`src/common/led_strap_pkg.sv`:
```
// Constants for the status LED and strap block
package led_strap_pkg;

    // ************************************************************
    // Register map (byte addresses, 32-bit words)
    // ************************************************************
    localparam logic [3:0] CTRL_OFFSET     = 4'h0;
    localparam logic [3:0] LED_MODE_OFFSET = 4'h4;
    localparam logic [3:0] STATUS_OFFSET   = 4'h8;
    localparam int         ADDR_WIDTH      = 4;

    // Control word fields
    localparam int DUPLEX_BIT_POS  = 8;
    localparam int AUTONEG_BIT_POS = 12;

    // Status word fields
    localparam int STAT_POWER_DOWN_POS = 0;
    localparam int STAT_LINK_POS       = 1;
    localparam int STAT_SPEED_POS      = 2;
    localparam int STAT_FULL_POS       = 3;
    localparam int STAT_STRAP_DONE_POS = 4;

    // ************************************************************
    // LED modes
    // ************************************************************
    localparam logic [1:0] LED_MODE_RESET = 2'h0;
    localparam logic [1:0] LED_MODE_00    = 2'h0;
    localparam logic [1:0] LED_MODE_01    = 2'h1;
    localparam logic [1:0] LED_MODE_10    = 2'h2;

    // ************************************************************
    // Timing
    // ************************************************************
    localparam int CLK_PERIOD_NS    = 8;
    // Half period of the activity and collision blink
    localparam int BLINK_TIME_MS    = 50;
    localparam int BLINK_CYCLES     = (BLINK_TIME_MS * 1000000) / CLK_PERIOD_NS;
    // Cycles after reset release before the straps are taken
    localparam int STRAP_SETTLE_CYC = 4;
    localparam int SYNC_STAGES      = 3;

    // Strap control states
    typedef enum logic [1:0] {
        ST_SETTLE = 2'b01,
        ST_DRIVE  = 2'b10
    } strap_state_t;

endpackage : led_strap_pkg

```
`src/rtl/pin_sync.sv`:
```
// Three-stage pin synchroniser with agreement filter
`timescale 1ns/1ns
`default_nettype none
module pin_sync (
    input  wire logic core_clk,
    input  wire logic rstn,
    input  wire logic pin_in,
    output var  logic level_out
);
    import led_strap_pkg::*;

    logic [SYNC_STAGES-1:0] stage_q;
    logic                   level_q;

    // Shift chain runs free so straps are seen while reset is held
    always_ff @(posedge core_clk) begin
        stage_q <= {stage_q[SYNC_STAGES-2:0], pin_in};
    end

    // Change counts once stages two and three agree
    always_ff @(posedge core_clk) begin
        if (!rstn) begin
            level_q <= 1'b1;
        end else if (stage_q[1] == stage_q[2]) begin
            level_q <= stage_q[2];
        end
    end

    assign level_out = level_q;
endmodule : pin_sync
`default_nettype wire

```
`src/rtl/led_strap_outputs.sv`:
```
// Status LED drivers, strap capture and register slave
//
// Design decisions made here: the Avalon-MM register port and the register addresses.
`timescale 1ns/1ns
`default_nettype none

// Operation
// - In mode 01 the speed LED is lit at 100 Mb/s and dark at 10 Mb/s.
// - In mode 10 the speed LED is lit only with a 100 Mb/s link up, dark without link.
// - In modes 00 and 10 the duplex LED is lit for full duplex and dark for half.
// - In mode 01 the duplex LED shows full duplex and toggles every blink half period while collision is high.
// - In modes 01 and 10 the third LED toggles with traffic and is idle otherwise.
// - The duplex pin is sampled at reset as a strap into control bit 8.
// - The third LED pin is sampled at reset as a strap into control bit 12.
// - All LED outputs are active low, low means lit.
// - A high power-down input means normal work, a low one means power-down.
module led_strap_outputs #(
    parameter int BLINK_CYC = led_strap_pkg::BLINK_CYCLES
) (
    input  wire logic                               core_clk,
    input  wire logic                               rstn,
    // Line state from the transceiver core
    input  wire logic                               speed_100,
    input  wire logic                               link_up,
    input  wire logic                               full_duplex,
    input  wire logic                               collision,
    input  wire logic                               activity,
    // Pins
    input  wire logic                               power_down_n,
    output var  logic                               speed_indicator_out,
    input  wire logic                               duplex_pin_in,
    output var  logic                               duplex_indicator_out,
    output var  logic                               duplex_pin_oe,
    input  wire logic                               autoneg_strap,
    output var  logic                               collision_activity_indicator_out,
    output var  logic                               collision_activity_pin_oe,
    // Control bits to the core
    output var  logic                               duplex_mode_bit,
    output var  logic                               autoneg_enable_bit,
    output var  logic                               power_down,
    // Avalon-MM slave
    input  wire logic [led_strap_pkg::ADDR_WIDTH-1:0] avs_address,
    input  wire logic                               avs_read,
    input  wire logic                               avs_write,
    input  wire logic [31:0]                        avs_writedata,
    input  wire logic [3:0]                         avs_byteenable,
    output var  logic [31:0]                        avs_readdata,
    output var  logic                               avs_waitrequest
);
    import led_strap_pkg::*;

    localparam logic [22:0] BLINK_LAST = 23'(BLINK_CYC - 1);
    localparam logic [2:0]  SETTLE_LAST = 3'(STRAP_SETTLE_CYC - 1);

    logic         pd_n_sync;
    logic         duplex_sync;
    logic         autoneg_sync;
    strap_state_t state_q;
    logic [2:0]   settle_q;
    logic [22:0]  blink_cnt_q;
    logic         blink_tick_q;
    logic [1:0]   led_mode_q;
    logic         duplex_bit_q;
    logic         autoneg_bit_q;
    logic         pd_q;
    logic         act_phase_q;
    logic         col_phase_q;
    logic         speed_led_q;
    logic         duplex_led_q;
    logic         third_led_q;
    logic         duplex_oe_q;
    logic         third_oe_q;
    logic         wait_q;
    logic [31:0]  rdata_q;
    logic         bus_req;
    logic         wr_take;
    logic         strap_take;

    // ************************************************************
    // Pin synchronisers
    // ************************************************************
    logic [2:0] pin_raw;
    logic [2:0] pin_level;
    assign pin_raw = {power_down_n, duplex_pin_in, autoneg_strap};

    // One synchroniser per incoming pin
    genvar gi;
    generate
        for (gi = 0; gi < 3; gi++) begin : g_sync
            pin_sync u_sync (
                .core_clk  (core_clk),
                .rstn      (rstn),
                .pin_in    (pin_raw[gi]),
                .level_out (pin_level[gi])
            );
        end
    endgenerate

    assign pd_n_sync    = pin_level[2];
    assign duplex_sync  = pin_level[1];
    assign autoneg_sync = pin_level[0];

    // ************************************************************
    // Strap capture sequence
    // ************************************************************
    assign strap_take = (state_q == ST_SETTLE) && (settle_q == SETTLE_LAST);

    // Wait for the synchroniser to refill before trusting the pins
    always_ff @(posedge core_clk) begin
        if (!rstn) begin
            state_q  <= ST_SETTLE;
            settle_q <= 3'h0;
        end else begin
            unique case (state_q)
                ST_SETTLE: begin
                    settle_q <= settle_q + 3'h1;
                    if (strap_take) begin
                        state_q <= ST_DRIVE;
                    end
                end
                ST_DRIVE: begin
                    state_q <= ST_DRIVE;
                end
            endcase
        end
    end

    // Pin drivers off in reset so strap resistors set the level
    always_ff @(posedge core_clk) begin
        if (!rstn) begin
            duplex_oe_q <= 1'b0;
            third_oe_q  <= 1'b0;
        end else begin
            duplex_oe_q <= (state_q == ST_DRIVE);
            third_oe_q  <= (state_q == ST_DRIVE);
        end
    end

    // ************************************************************
    // Control register bits
    // ************************************************************
    assign bus_req = avs_read | avs_write;
    assign wr_take = avs_write && !wait_q;

    // Strap load wins over a software write in the same cycle
    always_ff @(posedge core_clk) begin
        if (!rstn) begin
            duplex_bit_q  <= 1'b0;
            autoneg_bit_q <= 1'b0;
        end else if (strap_take) begin
            duplex_bit_q  <= duplex_sync;
            autoneg_bit_q <= autoneg_sync;
        end else if (wr_take && avs_address == CTRL_OFFSET && avs_byteenable[1]) begin
            duplex_bit_q  <= avs_writedata[DUPLEX_BIT_POS];
            autoneg_bit_q <= avs_writedata[AUTONEG_BIT_POS];
        end
    end

    always_ff @(posedge core_clk) begin
        if (!rstn) begin
            led_mode_q <= LED_MODE_RESET;
        end else if (wr_take && avs_address == LED_MODE_OFFSET && avs_byteenable[0]) begin
            led_mode_q <= avs_writedata[1:0];
        end
    end

    // power-down follows the low pin level
    always_ff @(posedge core_clk) begin
        if (!rstn) begin
            pd_q <= 1'b0;
        end else begin
            pd_q <= !pd_n_sync;
        end
    end

    // ************************************************************
    // Blink timebase
    // ************************************************************
    // One-cycle enable every blink half period
    always_ff @(posedge core_clk) begin
        if (!rstn) begin
            blink_cnt_q  <= 23'h0;
            blink_tick_q <= 1'b0;
        end else begin
            blink_tick_q <= (blink_cnt_q == BLINK_LAST);
            if (blink_cnt_q == BLINK_LAST) begin
                blink_cnt_q <= 23'h0;
            end else begin
                blink_cnt_q <= blink_cnt_q + 23'h1;
            end
        end
    end

    // Blink phases clear once the cause stops: third LED goes dark, duplex LED shows plain duplex
    always_ff @(posedge core_clk) begin
        if (!rstn) begin
            act_phase_q <= 1'b0;
            col_phase_q <= 1'b0;
        end else begin
            if (!activity) begin
                act_phase_q <= 1'b0;
            end else if (blink_tick_q) begin
                act_phase_q <= !act_phase_q;
            end
            if (!collision) begin
                col_phase_q <= 1'b0;
            end else if (blink_tick_q) begin
                col_phase_q <= !col_phase_q;
            end
        end
    end

    // ************************************************************
    // LED drivers, low means lit
    // ************************************************************
    // Dark in power-down and in the undefined mode 11
    always_ff @(posedge core_clk) begin
        if (!rstn) begin
            speed_led_q  <= 1'b1;
            duplex_led_q <= 1'b1;
            third_led_q  <= 1'b1;
        end else if (pd_q) begin
            speed_led_q  <= 1'b1;
            duplex_led_q <= 1'b1;
            third_led_q  <= 1'b1;
        end else begin
            case (led_mode_q)
                LED_MODE_00: begin
                    speed_led_q  <= !speed_100;
                    duplex_led_q <= !full_duplex;
                    third_led_q  <= !collision;
                end
                LED_MODE_01: begin
                    speed_led_q  <= !speed_100;
                    duplex_led_q <= !full_duplex ^ col_phase_q;
                    third_led_q  <= !act_phase_q;
                end
                LED_MODE_10: begin
                    // lit only with 100 Mb/s link
                    speed_led_q  <= !(speed_100 && link_up);
                    duplex_led_q <= !full_duplex;
                    third_led_q  <= !act_phase_q;
                end
                default: begin
                    speed_led_q  <= 1'b1;
                    duplex_led_q <= 1'b1;
                    third_led_q  <= 1'b1;
                end
            endcase
        end
    end

    // ************************************************************
    // Avalon-MM slave, one wait cycle per access
    // ************************************************************
    always_ff @(posedge core_clk) begin
        if (!rstn) begin
            wait_q <= 1'b1;
        end else begin
            wait_q <= !(bus_req && wait_q);
        end
    end

    // Read data settles with waitrequest low; unmapped reads zero
    always_ff @(posedge core_clk) begin
        if (!rstn) begin
            rdata_q <= 32'h0000_0000;
        end else if (avs_read && wait_q) begin
            rdata_q <= 32'h0000_0000;
            unique case (avs_address)
                CTRL_OFFSET: begin
                    rdata_q[DUPLEX_BIT_POS]  <= duplex_bit_q;
                    rdata_q[AUTONEG_BIT_POS] <= autoneg_bit_q;
                end
                LED_MODE_OFFSET: begin
                    rdata_q[1:0] <= led_mode_q;
                end
                STATUS_OFFSET: begin
                    rdata_q[STAT_POWER_DOWN_POS] <= pd_q;
                    rdata_q[STAT_LINK_POS]       <= link_up;
                    rdata_q[STAT_SPEED_POS]      <= speed_100;
                    rdata_q[STAT_FULL_POS]       <= full_duplex;
                    rdata_q[STAT_STRAP_DONE_POS] <= (state_q == ST_DRIVE);
                end
                default: begin
                    rdata_q <= 32'h0000_0000;
                end
            endcase
        end
    end

    // ************************************************************
    // Output wiring, all from flip-flops
    // ************************************************************
    assign speed_indicator_out              = speed_led_q;
    assign duplex_indicator_out             = duplex_led_q;
    assign duplex_pin_oe                    = duplex_oe_q;
    assign collision_activity_indicator_out = third_led_q;
    assign collision_activity_pin_oe        = third_oe_q;
    assign duplex_mode_bit                  = duplex_bit_q;
    assign autoneg_enable_bit               = autoneg_bit_q;
    assign power_down                       = pd_q;
    assign avs_readdata                     = rdata_q;
    assign avs_waitrequest                  = wait_q;

endmodule : led_strap_outputs
`default_nettype wire

```
`config.mk`:
```
export PLATFORM = sky130hd
export DESIGN_NAME = led_strap_outputs
export DESIGN_NICKNAME = d
export VERILOG_FILES = /design/src/common/led_strap_pkg.sv /design/src/rtl/pin_sync.sv /design/src/rtl/led_strap_outputs.sv
export SDC_FILE = /design/constraint.sdc
export NUM_CORES = 1
export LEC_CHECK = 0
export BUFFER_PORTS_ARGS = -buffer_cell sky130_fd_sc_hd__buf_2
export CAP_MARGIN = 30
export CORE_ASPECT_RATIO = 1.4
export CORE_MARGIN = 2
export CORE_UTILIZATION = 40
export CTS_CLUSTER_DIAMETER = 150
export DETAILED_ROUTE_END_ITERATION = 12
export MAX_ROUTING_LAYER = met4
export PLACE_DENSITY = 0.67
export REMOVE_ABC_BUFFERS = 1
export SYNTH_ARGS = -nofsm -noshare
export SYNTH_HDL_FRONTEND = slang
export SYNTH_SLANG_ARGS = --single-unit
```
`constraint.sdc`:
```
create_clock -name core_clk -period 4 [get_ports core_clk]
set_clock_uncertainty 0.1 [all_clocks]
set_input_delay 0.4 -clock core_clk [delete_from_list [all_inputs] [get_ports core_clk]]
set_output_delay 0.4 -clock core_clk [all_outputs]
set_load 0.02 [all_outputs]
```
==> summary.txt <==
Timing
  – RSZ-0062 raised after global routing: false
  – Worst-Margin Slew: 834.5 ps
  – Setup ws final: 1747 ps
  – Setup TNS: 0 ps
  – Final setup fails: 0
  – Tcrit/Tclk final: 56.33%
  – Min Clock Period, post-route: 2253 ps
  – Fmax: 0.4438 GHz
  – Final hold violations: 0
  – Max-Slew Margin vs Limit: 43.58%
  – Pins Over Slew Limit: 0

Route
  – Wire per inst: 11.64 um
  – Drt total wl: 4597 um
  – DR iter-0 viols: 57
  – Vias per cell: 4.990
  – DR pass1 iterations: 4
  – Vias: 1971
  – ANT nets after route: 0
  – DRC: 0

Place
  – I/O Buffers: 37
  – Hpwl dp: 3272 um
  – Pre-CTS setup slack: 1767 ps
  – Placed inst area: 2794 um2
  – Post-Place Cells: 382
  – Final GP Congestion: 0.7462

Clocking
  – Clk_lat worst skew: 330 ps
  – Clock sinks: 60
  – CTS H-tree depth: 3
  – Postcts setup bufs: 0
  – CTS Buf Count: 9
  – Clock slew at reported path FFs: 60 ps
  – Post-CTS sizing: 0
  – Bufs on Longest Clock Path: 2
  – CTS tree: done
  – Post-CTS Hold Fix Bufs: 0
  – Clock root buffer master: clkbuf_8

Synth
  – Register area share after synthesis: 45.30%
  – Simple-Gate Fraction of Synth Area: 22.61%
  – Post-Synth Adder-Cell Area: 3.303%
  – Synth Warn #: 0
  – Mapped Cells: 280
  – Post-synth top cells: 60 x dfxtp_1, 27 x buf_4, 24 x nor2_1
  – Mapped Area: 2651 um2
  – Top-count cell post-synth: dfxtp_1
  – Post-synthesis xor/xnor area fraction: 5.286%
  – Number of flops mapped to enable cells by yosys: 0
  – Distinct cells, synth: 50
  – Avg Cell Area, Syn: 9.469 um2
  – Multiplexer share of the synthesized area: 1.888%
  – Asr flop ratio synth: 0%
  – Leading area contributor after synthesis: dfxtp_1
  – Fraction of the mapped netlist area in compound gates: 11.42%
  – Number of synthesized register bits: 60
  – Synth top area share: 45.30%
  – Ranking of synthesized cells by area: dfxtp_1 45%, buf_4 7.6%, xor2_1 3.6%
  – Ys flop type: dfxtp_1
  – Main combinational cell family by area after synthesis: simple AND/OR/NAND/NOR gates

Global routing
  – Total GRT Usage: 13.56%
  – Vias in the first global route: 1729
  – Largest net degree at the start of global routing: 27
  – Gr ovfl total: 0
  – First-pass GRT wire length: 7486 um
  – Initial antenna violation count: 0

Die
  – Row Count: 35
  – Top-Level Pins: 93
  – Die H: 100.3 um
  – Core ar.: 6481 um2
  – Initial Util: 40.91%
  – Chip width: 72.81 um
  – Die footprint: 7305 um2

Critical path
  – CP arrival: 2380 ps
  – Crit end category: flip-flop
  – CP required: 4130 ps
  – Reg2reg setup slack: 1750 ps
  – CP max FO: 19
  – CP Class: reg -> reg
  – CP startpoint kind: flip-flop

Finish
  – Final Instance Area: 2972 um2
  – Ant. Diodes: 0
  – Share of layout cells above drive strength 1: 20.25%
  – Final Non-Filler Cells: 395
  – Syn-to-layout area delta: 12.08%
  – Layout Nets: 378

Power and ir drop
  – Peak VDD IR: 0.1724 mV
  – Pleak: 1.238 nW
  – Final total power: 1.309 mW
  – PwrDens: 440.4 nW/um2

Worst hold path
  – Min-Delay Path Class: in -> reg

Run
  – MaxCap Viol Count: 0

Status
  – Status: completed
-- final timing paths --
check                                                         start                                  end  depth (start not counted)
worst min register to register  g_sync[0].u_sync.stage_q[0]$_DFF_P_  g_sync[0].u_sync.stage_q[1]$_DFF_P_                          0
worst max-delay path                      blink_cnt_q[8]$_SDFF_PP0_           blink_cnt_q[16]$_SDFF_PP0_                          5
worst max register to register            blink_cnt_q[8]$_SDFF_PP0_           blink_cnt_q[16]$_SDFF_PP0_                          5
worst min-delay path                                  duplex_pin_in  g_sync[1].u_sync.stage_q[0]$_DFF_P_                          1
-- kinds of logic (layout without fill, tap and decap cells) --
group / count (synthesis) / in the layout
other: 1 / 25
DFF: 60 / 60
xor gates and xnor gates: 16 / 16
muxes: 5 / 5
and+or+nand+nor: 104 / 104
AOI/OAI and AO/OA: 44 / 44
buffers and inverters: 43 / 60
adders and majority gates: 7 / 7
-- layout by cell type, fill, tap and decap left out, types with 2 or more instances in the layout --
master,Yosys,routed
a21boi_0,5,5
mux2i_1,5,5
or4_1,4,4
nand3_1,9,9
inv_1,9,9
and2_1,4,4
or4_4,2,2
xnor2_1,5,5
dfxtp_1,60,60
nand3_2,3,3
clkbuf_8,0,10
nor4b_1,3,3
nand4_1,10,10
nor4_1,3,3
conb_1,1,25
ha_1,7,7
buf_2,3,37
clkinv_2,0,2
o31ai_1,5,5
o211ai_1,2,2
nor2b_1,4,4
nor2_1,24,24
xor2_1,11,11
a221oi_1,2,2
nand2_1,17,17
a21oi_1,11,11
and4_1,2,2
o21ai_0,12,12
and3b_1,2,2
and3_1,4,4
-- cell type report --
class	instances	area, um2
timing repair buffer	38	192.7
fill	659	3510
multi-input combinational	201	1274
clock inverter	3	40.04
clock buffer	10	137.6
inverter	9	33.78
tap	74	92.59
sequential	60	1201
-- sequential cells by signal (all words and copies together) (netlist names), 2 cells and up --
name	count
g_sync.u_sync.stage_q	9
led_mode_q	2
avs_readdata	7
blink_cnt_q	23
state_q	2
settle_q	3
g_sync.u_sync.level_out	3
-- worst max-delay path, cell delays in order (launching register included) --
cell	delay [ps]
dfxtp_1	410
nor4b_1	380
nand4_1	230
o41ai_4	530
buf_4	320
o21ba_2	180
-- metal layers --
layer | wire, um | track usage, %
met1 | 2036 | 14.63
met4 | 91 | 6.410
met5 | 0 | -
met3 | 255 | 5.020
met2 | 2214 | 21.82
-- per-stage QoR --
| stage | utilization, % | hold slack [ps] |
|---|---|---|
| after floorplan | - | 209.6 |
| after global placement | 43.11 | 211.5 |
| after detailed placement | 43.11 | 212.1 |
| after CTS | 45.85 | 60.36 |
| after global routing | 45.85 | 55.81 |
| final | 45.85 | 78.02 |
-- power by group --
| group | total [mW] | leakage (nW) | internal, mW | switching [mW] |
|---|---|---|---|---|
| Combinational | 0.151 | 0.654 | 0.0616 | 0.0892 |
| Sequential | 0.659 | 0.491 | 0.636 | 0.0229 |
| Clock | 0.498 | 0.0939 | 0.292 | 0.207 |
No activity file was read; power rests on OpenSTA's default activity.
